File: src/logic/ubrg_pkg.sv
// Package: offsets, fields, reset values and mode carrier of the baud generator
package ubrg_pkg;
  // ****************************************
  // Register byte offsets
  // ****************************************
  localparam logic [7:0] UBRG_OFS_TX_CTRL = 8'h00;
  localparam logic [7:0] UBRG_OFS_RX_CTRL = 8'h04;
  localparam logic [7:0] UBRG_OFS_BAUD_CTRL = 8'h08;
  localparam logic [7:0] UBRG_OFS_DIV_HIGH = 8'h0C;
  localparam logic [7:0] UBRG_OFS_DIV_LOW = 8'h10;
  localparam logic [7:0] UBRG_OFS_STATUS = 8'h14;
  // ****************************************
  // Reset values and writable masks
  // ****************************************
  localparam logic [7:0] UBRG_RST_TX_CTRL = 8'h00;
  localparam logic [7:0] UBRG_RST_RX_CTRL = 8'h00;
  localparam logic [7:0] UBRG_RST_BAUD_CTRL = 8'h00;
  localparam logic [7:0] UBRG_RST_DIV = 8'h00;
  localparam logic [7:0] UBRG_WMASK_TX = 8'hFD;
  localparam logic [7:0] UBRG_WMASK_RX = 8'hF9;
  localparam logic [7:0] UBRG_WMASK_BAUD = 8'h9B;
  // ****************************************
  // Field positions
  // ****************************************
  localparam int UBRG_TX_CLK_MASTER = 7;
  localparam int UBRG_TX_SYNC = 4;
  localparam int UBRG_TX_HIGH_SPEED = 2;
  localparam int UBRG_TX_SHIFT_EMPTY = 1;
  localparam int UBRG_RX_PORT_ENABLE = 7;
  localparam int UBRG_BAUD_RX_IDLE = 6;
  localparam int UBRG_BAUD_WIDE = 3;
  // ****************************************
  // Division factors and sampler reset value
  // ****************************************
  localparam logic [6:0] UBRG_FAC_LOW = 7'h40;
  localparam logic [6:0] UBRG_FAC_HIGH = 7'h10;
  localparam logic [6:0] UBRG_FAC_SYNC = 7'h04;
  localparam logic [2:0] UBRG_SMP_RST = 3'h7;
  // ****************************************
  // Mode carrier
  // ****************************************
  typedef struct packed {
    logic enable;
    logic sync;
    logic master;
    logic high_speed;
    logic wide;
  } ubrg_mode_t;
endpackage

File: src/logic/ubrg_timer.sv
// Free-running reload timer of the baud generator
`timescale 1ns/10ps
`default_nettype none
module ubrg_timer #(
  parameter int WIDTH = 16
) (
  input wire logic sys_clk_i,
  input wire logic srst_i,
  input wire logic clear_i,
  input wire logic [WIDTH-1:0] limit_i,
  output logic tick_o
);
  // ****************************************
  // Counter
  // ****************************************
  logic [WIDTH-1:0] cnt_q, cnt_d;
  logic tick_q, tick_d;
  logic wrap;

  always_comb begin
    wrap = (cnt_q >= limit_i);
    tick_d = wrap && !clear_i;
    if (clear_i) begin
      cnt_d = '0;
    end else if (wrap) begin
      cnt_d = '0;
    end else begin
      cnt_d = cnt_q + 1'b1;
    end
  end

  always_ff @(posedge sys_clk_i) begin
    if (srst_i) begin
      cnt_q <= '0;
      tick_q <= 1'b0;
    end else begin
      cnt_q <= cnt_d;
      tick_q <= tick_d;
    end
  end

  assign tick_o = tick_q;
endmodule
`default_nettype wire

File: src/logic/ubrg_top.sv
// Baud rate generator with register file and receive-line majority sampler
//
// Behaviour
// - Bit timing counts the system clock directly
// - Three receive samples, majority decides level
// - Divisor is high byte above low byte
// - Async, narrow, low speed divides by 64(n+1)
// - Divisor held in two writable bytes
// - Unimplemented bits read zero, ignore writes
// - Divisor write clears the generator timer
// - Narrow default uses low byte only
// - Synchronous mode ignores high speed select
// - Synchronous slave stops the internal generator
`timescale 1ns/10ps
`default_nettype none
module ubrg_top #(
  parameter int ADDR_W = 8
) (
  input wire logic sys_clk_i,
  input wire logic srst_i,
  input wire logic psel_i,
  input wire logic penable_i,
  input wire logic pwrite_i,
  input wire logic [ADDR_W-1:0] paddr_i,
  input wire logic [31:0] pwdata_i,
  output logic [31:0] prdata_o,
  output logic pready_o,
  output logic pslverr_o,
  input wire logic rx_pin_i,
  output logic bit_tick_o,
  output logic rx_level_o,
  output logic sample_done_o
);
  import ubrg_pkg::*;

  // ****************************************
  // Register file over APB
  // ****************************************
  logic [7:0] tx_q, tx_d, rx_q, rx_d, baud_q, baud_d, divh_q, divh_d, divl_q, divl_d;
  logic [31:0] prdata_q, prdata_d;
  logic pready_q, pready_d, pslverr_q, pslverr_d;
  logic access, wr_en, div_wr, mapped;
  logic [7:0] addr8, rdata8;
  logic rx_level_q, rx_level_d;
  ubrg_mode_t mode;

  always_comb begin
    addr8 = paddr_i[7:0];
    access = psel_i && penable_i;
    wr_en = access && pready_q && pwrite_i;
    mapped = 1'b1;
    rdata8 = 8'h00;
    case (addr8)
      UBRG_OFS_TX_CTRL: begin
        rdata8 = (tx_q & UBRG_WMASK_TX) | (8'h01 << UBRG_TX_SHIFT_EMPTY);
      end
      UBRG_OFS_RX_CTRL: begin
        rdata8 = rx_q & UBRG_WMASK_RX;
      end
      UBRG_OFS_BAUD_CTRL: begin
        rdata8 = (baud_q & UBRG_WMASK_BAUD) | ({7'h00, rx_level_q} << UBRG_BAUD_RX_IDLE);
      end
      UBRG_OFS_DIV_HIGH: begin
        rdata8 = divh_q;
      end
      UBRG_OFS_DIV_LOW: begin
        rdata8 = divl_q;
      end
      UBRG_OFS_STATUS: begin
        rdata8 = {6'h00, mode.sync && !mode.master, rx_level_q};
      end
      default: begin
        mapped = 1'b0;
      end
    endcase
    pready_d = access && !pready_q;
    pslverr_d = access && !pready_q && !mapped;
    prdata_d = (access && !pready_q && !pwrite_i) ? {24'h000000, rdata8} : 32'h00000000;
    tx_d = tx_q;
    rx_d = rx_q;
    baud_d = baud_q;
    divh_d = divh_q;
    divl_d = divl_q;
    div_wr = 1'b0;
    if (wr_en) begin
      case (addr8)
        UBRG_OFS_TX_CTRL: begin
          tx_d = pwdata_i[7:0] & UBRG_WMASK_TX;
        end
        UBRG_OFS_RX_CTRL: begin
          rx_d = pwdata_i[7:0] & UBRG_WMASK_RX;
        end
        UBRG_OFS_BAUD_CTRL: begin
          baud_d = pwdata_i[7:0] & UBRG_WMASK_BAUD;
        end
        UBRG_OFS_DIV_HIGH: begin
          divh_d = pwdata_i[7:0];
          div_wr = 1'b1;
        end
        UBRG_OFS_DIV_LOW: begin
          divl_d = pwdata_i[7:0];
          div_wr = 1'b1;
        end
        default: begin
        end
      endcase
    end
  end

  always_ff @(posedge sys_clk_i) begin
    if (srst_i) begin
      tx_q <= UBRG_RST_TX_CTRL;
      rx_q <= UBRG_RST_RX_CTRL;
      baud_q <= UBRG_RST_BAUD_CTRL;
      divh_q <= UBRG_RST_DIV;
      divl_q <= UBRG_RST_DIV;
      prdata_q <= 32'h00000000;
      pready_q <= 1'b0;
      pslverr_q <= 1'b0;
    end else begin
      tx_q <= tx_d;
      rx_q <= rx_d;
      baud_q <= baud_d;
      divh_q <= divh_d;
      divl_q <= divl_d;
      prdata_q <= prdata_d;
      pready_q <= pready_d;
      pslverr_q <= pslverr_d;
    end
  end

  // ****************************************
  // Mode decode
  // ****************************************
  logic [15:0] divisor;
  logic [6:0] factor;
  logic gen_run, gen_clear, gen_tick;

  always_comb begin
    mode.enable = rx_q[UBRG_RX_PORT_ENABLE];
    mode.sync = tx_q[UBRG_TX_SYNC];
    mode.master = tx_q[UBRG_TX_CLK_MASTER];
    mode.high_speed = tx_q[UBRG_TX_HIGH_SPEED];
    mode.wide = baud_q[UBRG_BAUD_WIDE];
    divisor = mode.wide ? {divh_q, divl_q} : {8'h00, divl_q};
    if (mode.sync) begin
      factor = UBRG_FAC_SYNC;
    end else if (mode.wide ^ mode.high_speed) begin
      factor = UBRG_FAC_HIGH;
    end else if (mode.wide && mode.high_speed) begin
      factor = UBRG_FAC_SYNC;
    end else begin
      factor = UBRG_FAC_LOW;
    end
    gen_run = mode.enable && (!mode.sync || mode.master);
    gen_clear = div_wr || !gen_run;
  end

  ubrg_timer #(
    .WIDTH(16)
  ) u_timer (
    .sys_clk_i(sys_clk_i),
    .srst_i(srst_i),
    .clear_i(gen_clear),
    .limit_i(divisor),
    .tick_o(gen_tick)
  );

  // ****************************************
  // Bit phase counter
  // ****************************************
  logic [5:0] ph_q, ph_d, fac_last, mid;
  logic bit_tick_q, bit_tick_d;

  always_comb begin
    fac_last = 6'(factor - 7'h01);
    mid = factor[6:1];
    ph_d = ph_q;
    bit_tick_d = 1'b0;
    if (gen_clear) begin
      ph_d = 6'h00;
    end else if (gen_tick) begin
      if (ph_q >= fac_last) begin
        ph_d = 6'h00;
        bit_tick_d = 1'b1;
      end else begin
        ph_d = ph_q + 6'h01;
      end
    end
  end

  always_ff @(posedge sys_clk_i) begin
    if (srst_i) begin
      ph_q <= 6'h00;
      bit_tick_q <= 1'b0;
    end else begin
      ph_q <= ph_d;
      bit_tick_q <= bit_tick_d;
    end
  end

  // ****************************************
  // Receive pin sync and majority vote
  // ****************************************
  logic rx_meta_q, rx_sync_q;
  logic [2:0] smp_q, smp_d;
  logic done_q, done_d, smp_en, vote_en;

  always_comb begin
    smp_en = gen_tick && !gen_clear && (ph_q >= mid - 6'h01) && (ph_q <= mid + 6'h01);
    vote_en = gen_tick && !gen_clear && (ph_q == mid + 6'h01);
    smp_d = smp_en ? {smp_q[1:0], rx_sync_q} : smp_q;
    rx_level_d = rx_level_q;
    done_d = 1'b0;
    if (vote_en) begin
      rx_level_d = (smp_d[0] & smp_d[1]) | (smp_d[1] & smp_d[2]) | (smp_d[0] & smp_d[2]);
      done_d = 1'b1;
    end
  end

  always_ff @(posedge sys_clk_i) begin
    if (srst_i) begin
      rx_meta_q <= 1'b1;
      rx_sync_q <= 1'b1;
      smp_q <= UBRG_SMP_RST;
      rx_level_q <= 1'b1;
      done_q <= 1'b0;
    end else begin
      rx_meta_q <= rx_pin_i;
      rx_sync_q <= rx_meta_q;
      smp_q <= smp_d;
      rx_level_q <= rx_level_d;
      done_q <= done_d;
    end
  end

  assign prdata_o = prdata_q;
  assign pready_o = pready_q;
  assign pslverr_o = pslverr_q;
  assign bit_tick_o = bit_tick_q;
  assign rx_level_o = rx_level_q;
  assign sample_done_o = done_q;
endmodule
`default_nettype wire

File: config.mk
export PLATFORM = sky130hd
export DESIGN_NAME = ubrg_top
export DESIGN_NICKNAME = d
export VERILOG_FILES = /design/src/logic/ubrg_pkg.sv /design/src/logic/ubrg_timer.sv /design/src/logic/ubrg_top.sv
export SDC_FILE = /design/constraint.sdc
export NUM_CORES = 1
export LEC_CHECK = 0
export ABC_CLOCK_PERIOD_IN_PS = 2800
export BUFFER_PORTS_ARGS = -buffer_cell sky130_fd_sc_hd__buf_2
export CAP_MARGIN = 20
export CORE_ASPECT_RATIO = 0.7
export CORE_MARGIN = 2
export CORE_UTILIZATION = 34
export DETAILED_ROUTE_END_ITERATION = 10
export GPL_ROUTABILITY_DRIVEN = 0
export HOLD_SLACK_MARGIN = 0.08
export PLACE_DENSITY_LB_ADDON = 0.3
export SYNTH_ARGS = -nofsm -noshare
export SYNTH_HDL_FRONTEND = slang
export SYNTH_SLANG_ARGS = --single-unit
File: constraint.sdc
create_clock -name sys_clk_i -period 2.8 [get_ports sys_clk_i]
set_input_delay 0.56 -clock sys_clk_i [delete_from_list [all_inputs] [get_ports sys_clk_i]]
set_output_delay 0.56 -clock sys_clk_i [all_outputs]
set_load 0.01 [all_outputs]
Word level (Yosys, flattened, before mapping). Cells that the tools add are included.

Flip-flop bits (word level): 99. Word-level logic and storage cells: 89.

$add $sub $neg: 5. Magnitude comparators: 4. Equality and inequality tests: 6. Multiplexer cells: 12. Bitwise logic cells: 9. Reductions and logical operators: 35.

Operator list (number): case mux 8 bit (6 select lines) (1); 2-to-1 mux 7 bit (3); adder 16 x 1 -> 16 bit, second input constant (1); equality test 8 x 4 -> 1 bit, second input constant (2); equality test 8 x 5 -> 1 bit, second input constant (2); greater-or-equal comparator 16 bit (1); 2-to-1 mux 16 bit (1); logical AND 1 bit (14); adder 6 x 1 -> 6 bit, second input constant (2); greater-or-equal comparator 6 bit (2); subtractor 6 x 1 -> 6 bit, second input constant (2); AND reduction 2 bit (5); equality test 8 x 3 -> 1 bit, second input constant (1); zero test 8 bit (1); bitwise OR 8 x 7 -> 8 bit (1); zero test 1 bit (7); equality test 6 bit (1); less-or-equal comparator 6 bit (1); 2-to-1 mux 6 bit (1); OR reduction 2 bit (3); OR reduction 3 bit (2); OR reduction 6 bit (1); 2-to-1 mux 1 bit (5); bitwise AND 1 bit (3); other kinds (5) (8).

Depth between registers and ports, before layout.
Depth after elaboration: 13. Mapped depth: 11. Mapped depth without buffers: 10.

Modules after synthesis. From an unflattened synthesis, not the netlist that was laid out.

Cells, all modules: 476. Area, all modules: 4229.1 um^2.

By module, submodules not included: ubrg_top (times used 1, cells each 344, area each 3086.7 um^2); ubrg_timer (times used 1, cells each 132, area each 1142.3 um^2).

Worst setup path after synthesis. Ideal clock, no wire load.

Kind: register to register. Start point: register baud_q[3]. End point: register smp_q[1]. Arrival time: 2.712 ns. Data required time: 2.680 ns. Setup slack: -0.031 ns. Cell stages (with the launch flop): 11. Period minus slack after synthesis: 2.831 ns. Cell sequence: dfxtp_1 -> clkbuf_1 -> inv_1 -> ha_1 -> or3_1 -> mux2_2 -> ha_1 -> o21a_1 -> o221ai_1 -> or2_1 -> a211o_1.

Cells in the longest elaborated chain, start to end: 9. Elaborated cells on any way between the ends: 12. Classes of those cells: add/sub: 2; order compare: 2; mux: 4; bitwise: 1; reduce/logical: 3.

RTL lines: start, declared (RTL line ubrg_top.sv:39) `logic [7:0] tx_q, tx_d, rx_q, rx_d, baud_q, baud_d, divh_q, divh_d, divl_q, divl_d;`; start signal, assigned (RTL line ubrg_top.sv:123) `baud_q <= baud_d;`; logical AND 1 bit (RTL line ubrg_top.sv:150) `end else if (mode.wide && mode.high_speed) begin`; 2-to-1 mux 7 bit (RTL line ubrg_top.sv:150); 2-to-1 mux 7 bit (*) (RTL line ubrg_top.sv:148) `end else if (mode.wide ^ mode.high_speed) begin`; 2-to-1 mux 7 bit (*) (RTL line ubrg_top.sv:146) `if (mode.sync) begin`; subtractor 6 x 1 -> 6 bit (RTL line ubrg_top.sv:210) `smp_en = gen_tick && !gen_clear && (ph_q >= mid - 6'h01) && (ph_q <= mid + 6'h01);`; greater-or-equal comparator 6 bit (RTL line ubrg_top.sv:210); logical AND 1 bit (RTL line ubrg_top.sv:210); logical AND 1 bit (*) (RTL line ubrg_top.sv:210); 2-to-1 mux 3 bit (*) (RTL line ubrg_top.sv:212) `smp_d = smp_en ? {smp_q[1:0], rx_sync_q} : smp_q;`; end signal, assigned (RTL line ubrg_top.sv:231) `smp_q <= smp_d;`; end, declared (RTL line ubrg_top.sv:206) `logic [2:0] smp_q, smp_d;`.

Mark *: on every way between the ends. The rest lies on a longest branch, timed or not. A chain may end at the register's enable or synchronous reset.

Worst setup path in the final report.
Start point: register tx_q[2]. End point: register smp_q[2].

Cells in the longest elaborated chain, start to end: 9. Elaborated cells on any way between the ends: 12. Classes of those cells: add/sub: 2; order compare: 2; mux: 4; bitwise: 1; reduce/logical: 3.

RTL lines: start, declared (RTL line ubrg_top.sv:39); start signal, assigned (RTL line ubrg_top.sv:121) `tx_q <= tx_d;`; logical AND 1 bit (RTL line ubrg_top.sv:150); 2-to-1 mux 7 bit (RTL line ubrg_top.sv:150); 2-to-1 mux 7 bit (*) (RTL line ubrg_top.sv:148); 2-to-1 mux 7 bit (*) (RTL line ubrg_top.sv:146); subtractor 6 x 1 -> 6 bit (RTL line ubrg_top.sv:210); greater-or-equal comparator 6 bit (RTL line ubrg_top.sv:210); logical AND 1 bit (RTL line ubrg_top.sv:210); logical AND 1 bit (*) (RTL line ubrg_top.sv:210); 2-to-1 mux 3 bit (*) (RTL line ubrg_top.sv:212).

Marked as above.

==> flow_summary.toml <==
[routing]
via_count = 3145
finalWirelength_um = 9400
firstDrtPassIters = 4
drt-initial-drc-count = 163
vias_per_cell = 4.83
wl_per_cell_um = 14.4
drc = 0
final_antenna_net_count = 0

[sta]
drv_slew = 0
setup_violations = 0
max-slew-margin-rel = 0.539
max_slew.worst_pin.slew_ns = 0.686
max_freq_mhz = 377
tns_ns = 0
rsz0062_at_grt = "no"
skew_ns = 0.00636
fin_crit_ns = 2.65
final_hold_viol_count = 0
min_period_over_period = 0.947

[global_route]
antenna_found_initial = 0
grt_overflow = 0
grt_max_degree = 43
grt_pass1_vias = 2908
grt_pass1_wl_um = 15200
gr-usage-all-layers = 0.155

[floorplanning]
num_rows = 33
start_util = 0.346
fp.coreArea_um2 = 11600
die_w_um = 134
ios = 83
die-area_um2 = 12800
die_h_um = 95.1

[finish]
nFillCells = 1176
nNetsFinal = 564
drive_gt1_frac = 0.166
seqCellArea_um2 = 1500
post-route-cell-area_um2 = 4640
final_cell_count_no_fill = 651
diodes = 0
mostFrequentLayoutCells = "dfxtp_1 (75), nor2_1 (71), buf_2 (34)"
syn_to_final_growth_pct = 15.1
final_common_cell = "dfxtp_1"
multi_input_area_um2 = 2310

[power_and_ir_drop]
ir_worst_vdd_uv = 283
p_leak_nw = 1.94
power.total_mw = 2.38
p_per_area_nw_per_um2 = 512

[synthesis]
synthesis.area_um2 = 4030
synth-main-ff-cell = "dfxtp_1"
synthTopCellsByArea = "dfxtp_1 (37%), ha_1 (9.0%), mux2i_1 (7.0%), nor2_1 (6.6%), buf_4 (4.7%)"
ys_seq_elements = 75
synth-async-reset-ratio = 0
synth_top_area_share = 0.372
synth-edff-count = 0
yosysTopAreaCell = "dfxtp_1"
ys_warn_count = 0
syn_inst = 450
synth.distinct_cells = 50
synth.yosys.seq_area_share = 0.372
avgSynthCellArea_um2 = 8.96

[status]
outcome = "finished, final reports clean"

[placed_design]
dp_cells = 635
port_buffers = 34
hpwlAfterDp_um = 7180
placed_area_um2 = 4320

[worst_setup_path]
critPathLaunch = "tx_q[2]"
r2r-start = "tx_q[2]"
cp_data_arrival_time_ns = 2.88
rr_worst_depth = 9
crit_path_max_fanout = 6
path_class = "reg -> reg"
worstSetupEndpointType = "register"
startpoint_type = "register"
cp_data_required_time_ns = 3.02

[worst_hold_path]
hp-start = "rx_pin_i"
hold_depth = 2
hold_path.class = "in -> reg"

[run]
drv_cap = 0

[clock_network]
worstSkewPairLatency_ns = 0.34
clock-root-buffer = "clkbuf_16"
cts_buffers = 9
cts.reportedPaths.clkPinSlew_ns = 0.05
cts.sinks = 75
cts_hold_buf = 0
clockBufferDepth = 2
h-tree-depth = 3
cts_tree = "done"
post_cts_buffers = 0
registers in the layout (all words and copies together) (netlist names), 3 cells and up:
signal	cells
baud_q	5
u_timer.cnt_q	16
prdata_o	8
smp_q	3
divh_q	8
rx_q	6
divl_q	8
tx_q	7
ph_q	6
power by group:
part	switching, mW	internal [mW]
Combinational	0.0669	0.0289
Sequential	0.000953	1.07
Clock	0.432	0.777
Total	0.500	1.88
timing repair:
item / 4_1_cts / 5_1_grt
gates resized for setup: 0 / 2
hold endpoints to repair: 0 / 0
endpoints found under the setup margin: 0 / 4
synth_stat cells (all sizes together) (2+ instances only):
library cell	count
a211o	2
a211oi	3
a21boi	2
a21o	7
a21oi	23
and3	2
buf	30
clkbuf	10
dfxtp	75
ha	29
inv	19
mux2	3
mux2i	28
mux4	5
nand2	29
nand2b	8
nand3	25
nand3b	3
nand4	8
nor2	71
nor2b	3
nor3	6
nor3b	3
nor4	3
o21a	4
o21ai	9
or2	5
xnor2	12
xor2	8
logic make-up (layout without fill, tap and decap cells):
group	Yosys count	count (layout)	synth area share
AO/OA/AOI/OAI	60	60	0.101
other	1	24	0.000930
adder cells (fa/ha/maj)	29	29	0.0900
buffers and inverters	59	80	0.0791
flip-flops	75	75	0.372
AND/OR/NAND/NOR	170	170	0.208
XOR/XNOR	20	20	0.0434
multiplexers	36	36	0.106
critical path, cell delays in order, from the launching register on:
cell      delay (ns)
dfxtp_1         0.35
inv_1           0.07
ha_1            0.33
or3_4           0.40
mux2_2          0.28
ha_1            0.27
o21a_1          0.13
o221ai_2        0.15
or2_1           0.27
a211o_1         0.29
per-layer routing:
metal | track usage | part of all wire | up-vias
met5 | 0 | 0 | -
met4 | 0.0474 | 0.011 | 0
met3 | 0.0356 | 0.062 | 12
met2 | 0.216 | 0.40 | 88
met1 | 0.235 | 0.53 | 1460
li1 | - | - | 1585
path summary, 6_finish.rpt:
check	end	slack, ns
worst max-delay path	smp_q[2]	0.15
worst min-delay path	rx_meta_q	0.42
worst min register to register	rx_sync_q	0.42
worst max register to register	smp_q[2]	0.15
through the flow:
| step | hold WS, ns | setup WS, ns | utilization |
|---|---|---|---|
| after floorplan | 0.389 | 0.0689 | - |
| after global placement | 0.394 | 0.113 | 0.371 |
| after detailed placement | 0.397 | 0.0603 | 0.371 |
| after CTS | 0.407 | 0.0416 | 0.398 |
| after global routing | 0.427 | 0.0128 | 0.399 |
| final | 0.417 | 0.148 | 0.399 |
area by class of cell:
| type | count | share of cell area |
|---|---|---|
| clock buffers | 11 | 0.0501 |
| well taps | 157 | 0.0423 |
| multi-input cells | 339 | 0.498 |
| clock inverters | 5 | 0.0167 |
| inverters | 19 | 0.0154 |
| flip-flops and latches | 75 | 0.323 |
| repair buffers | 45 | 0.0544 |
No activity file was read; power rests on OpenSTA's default activity.
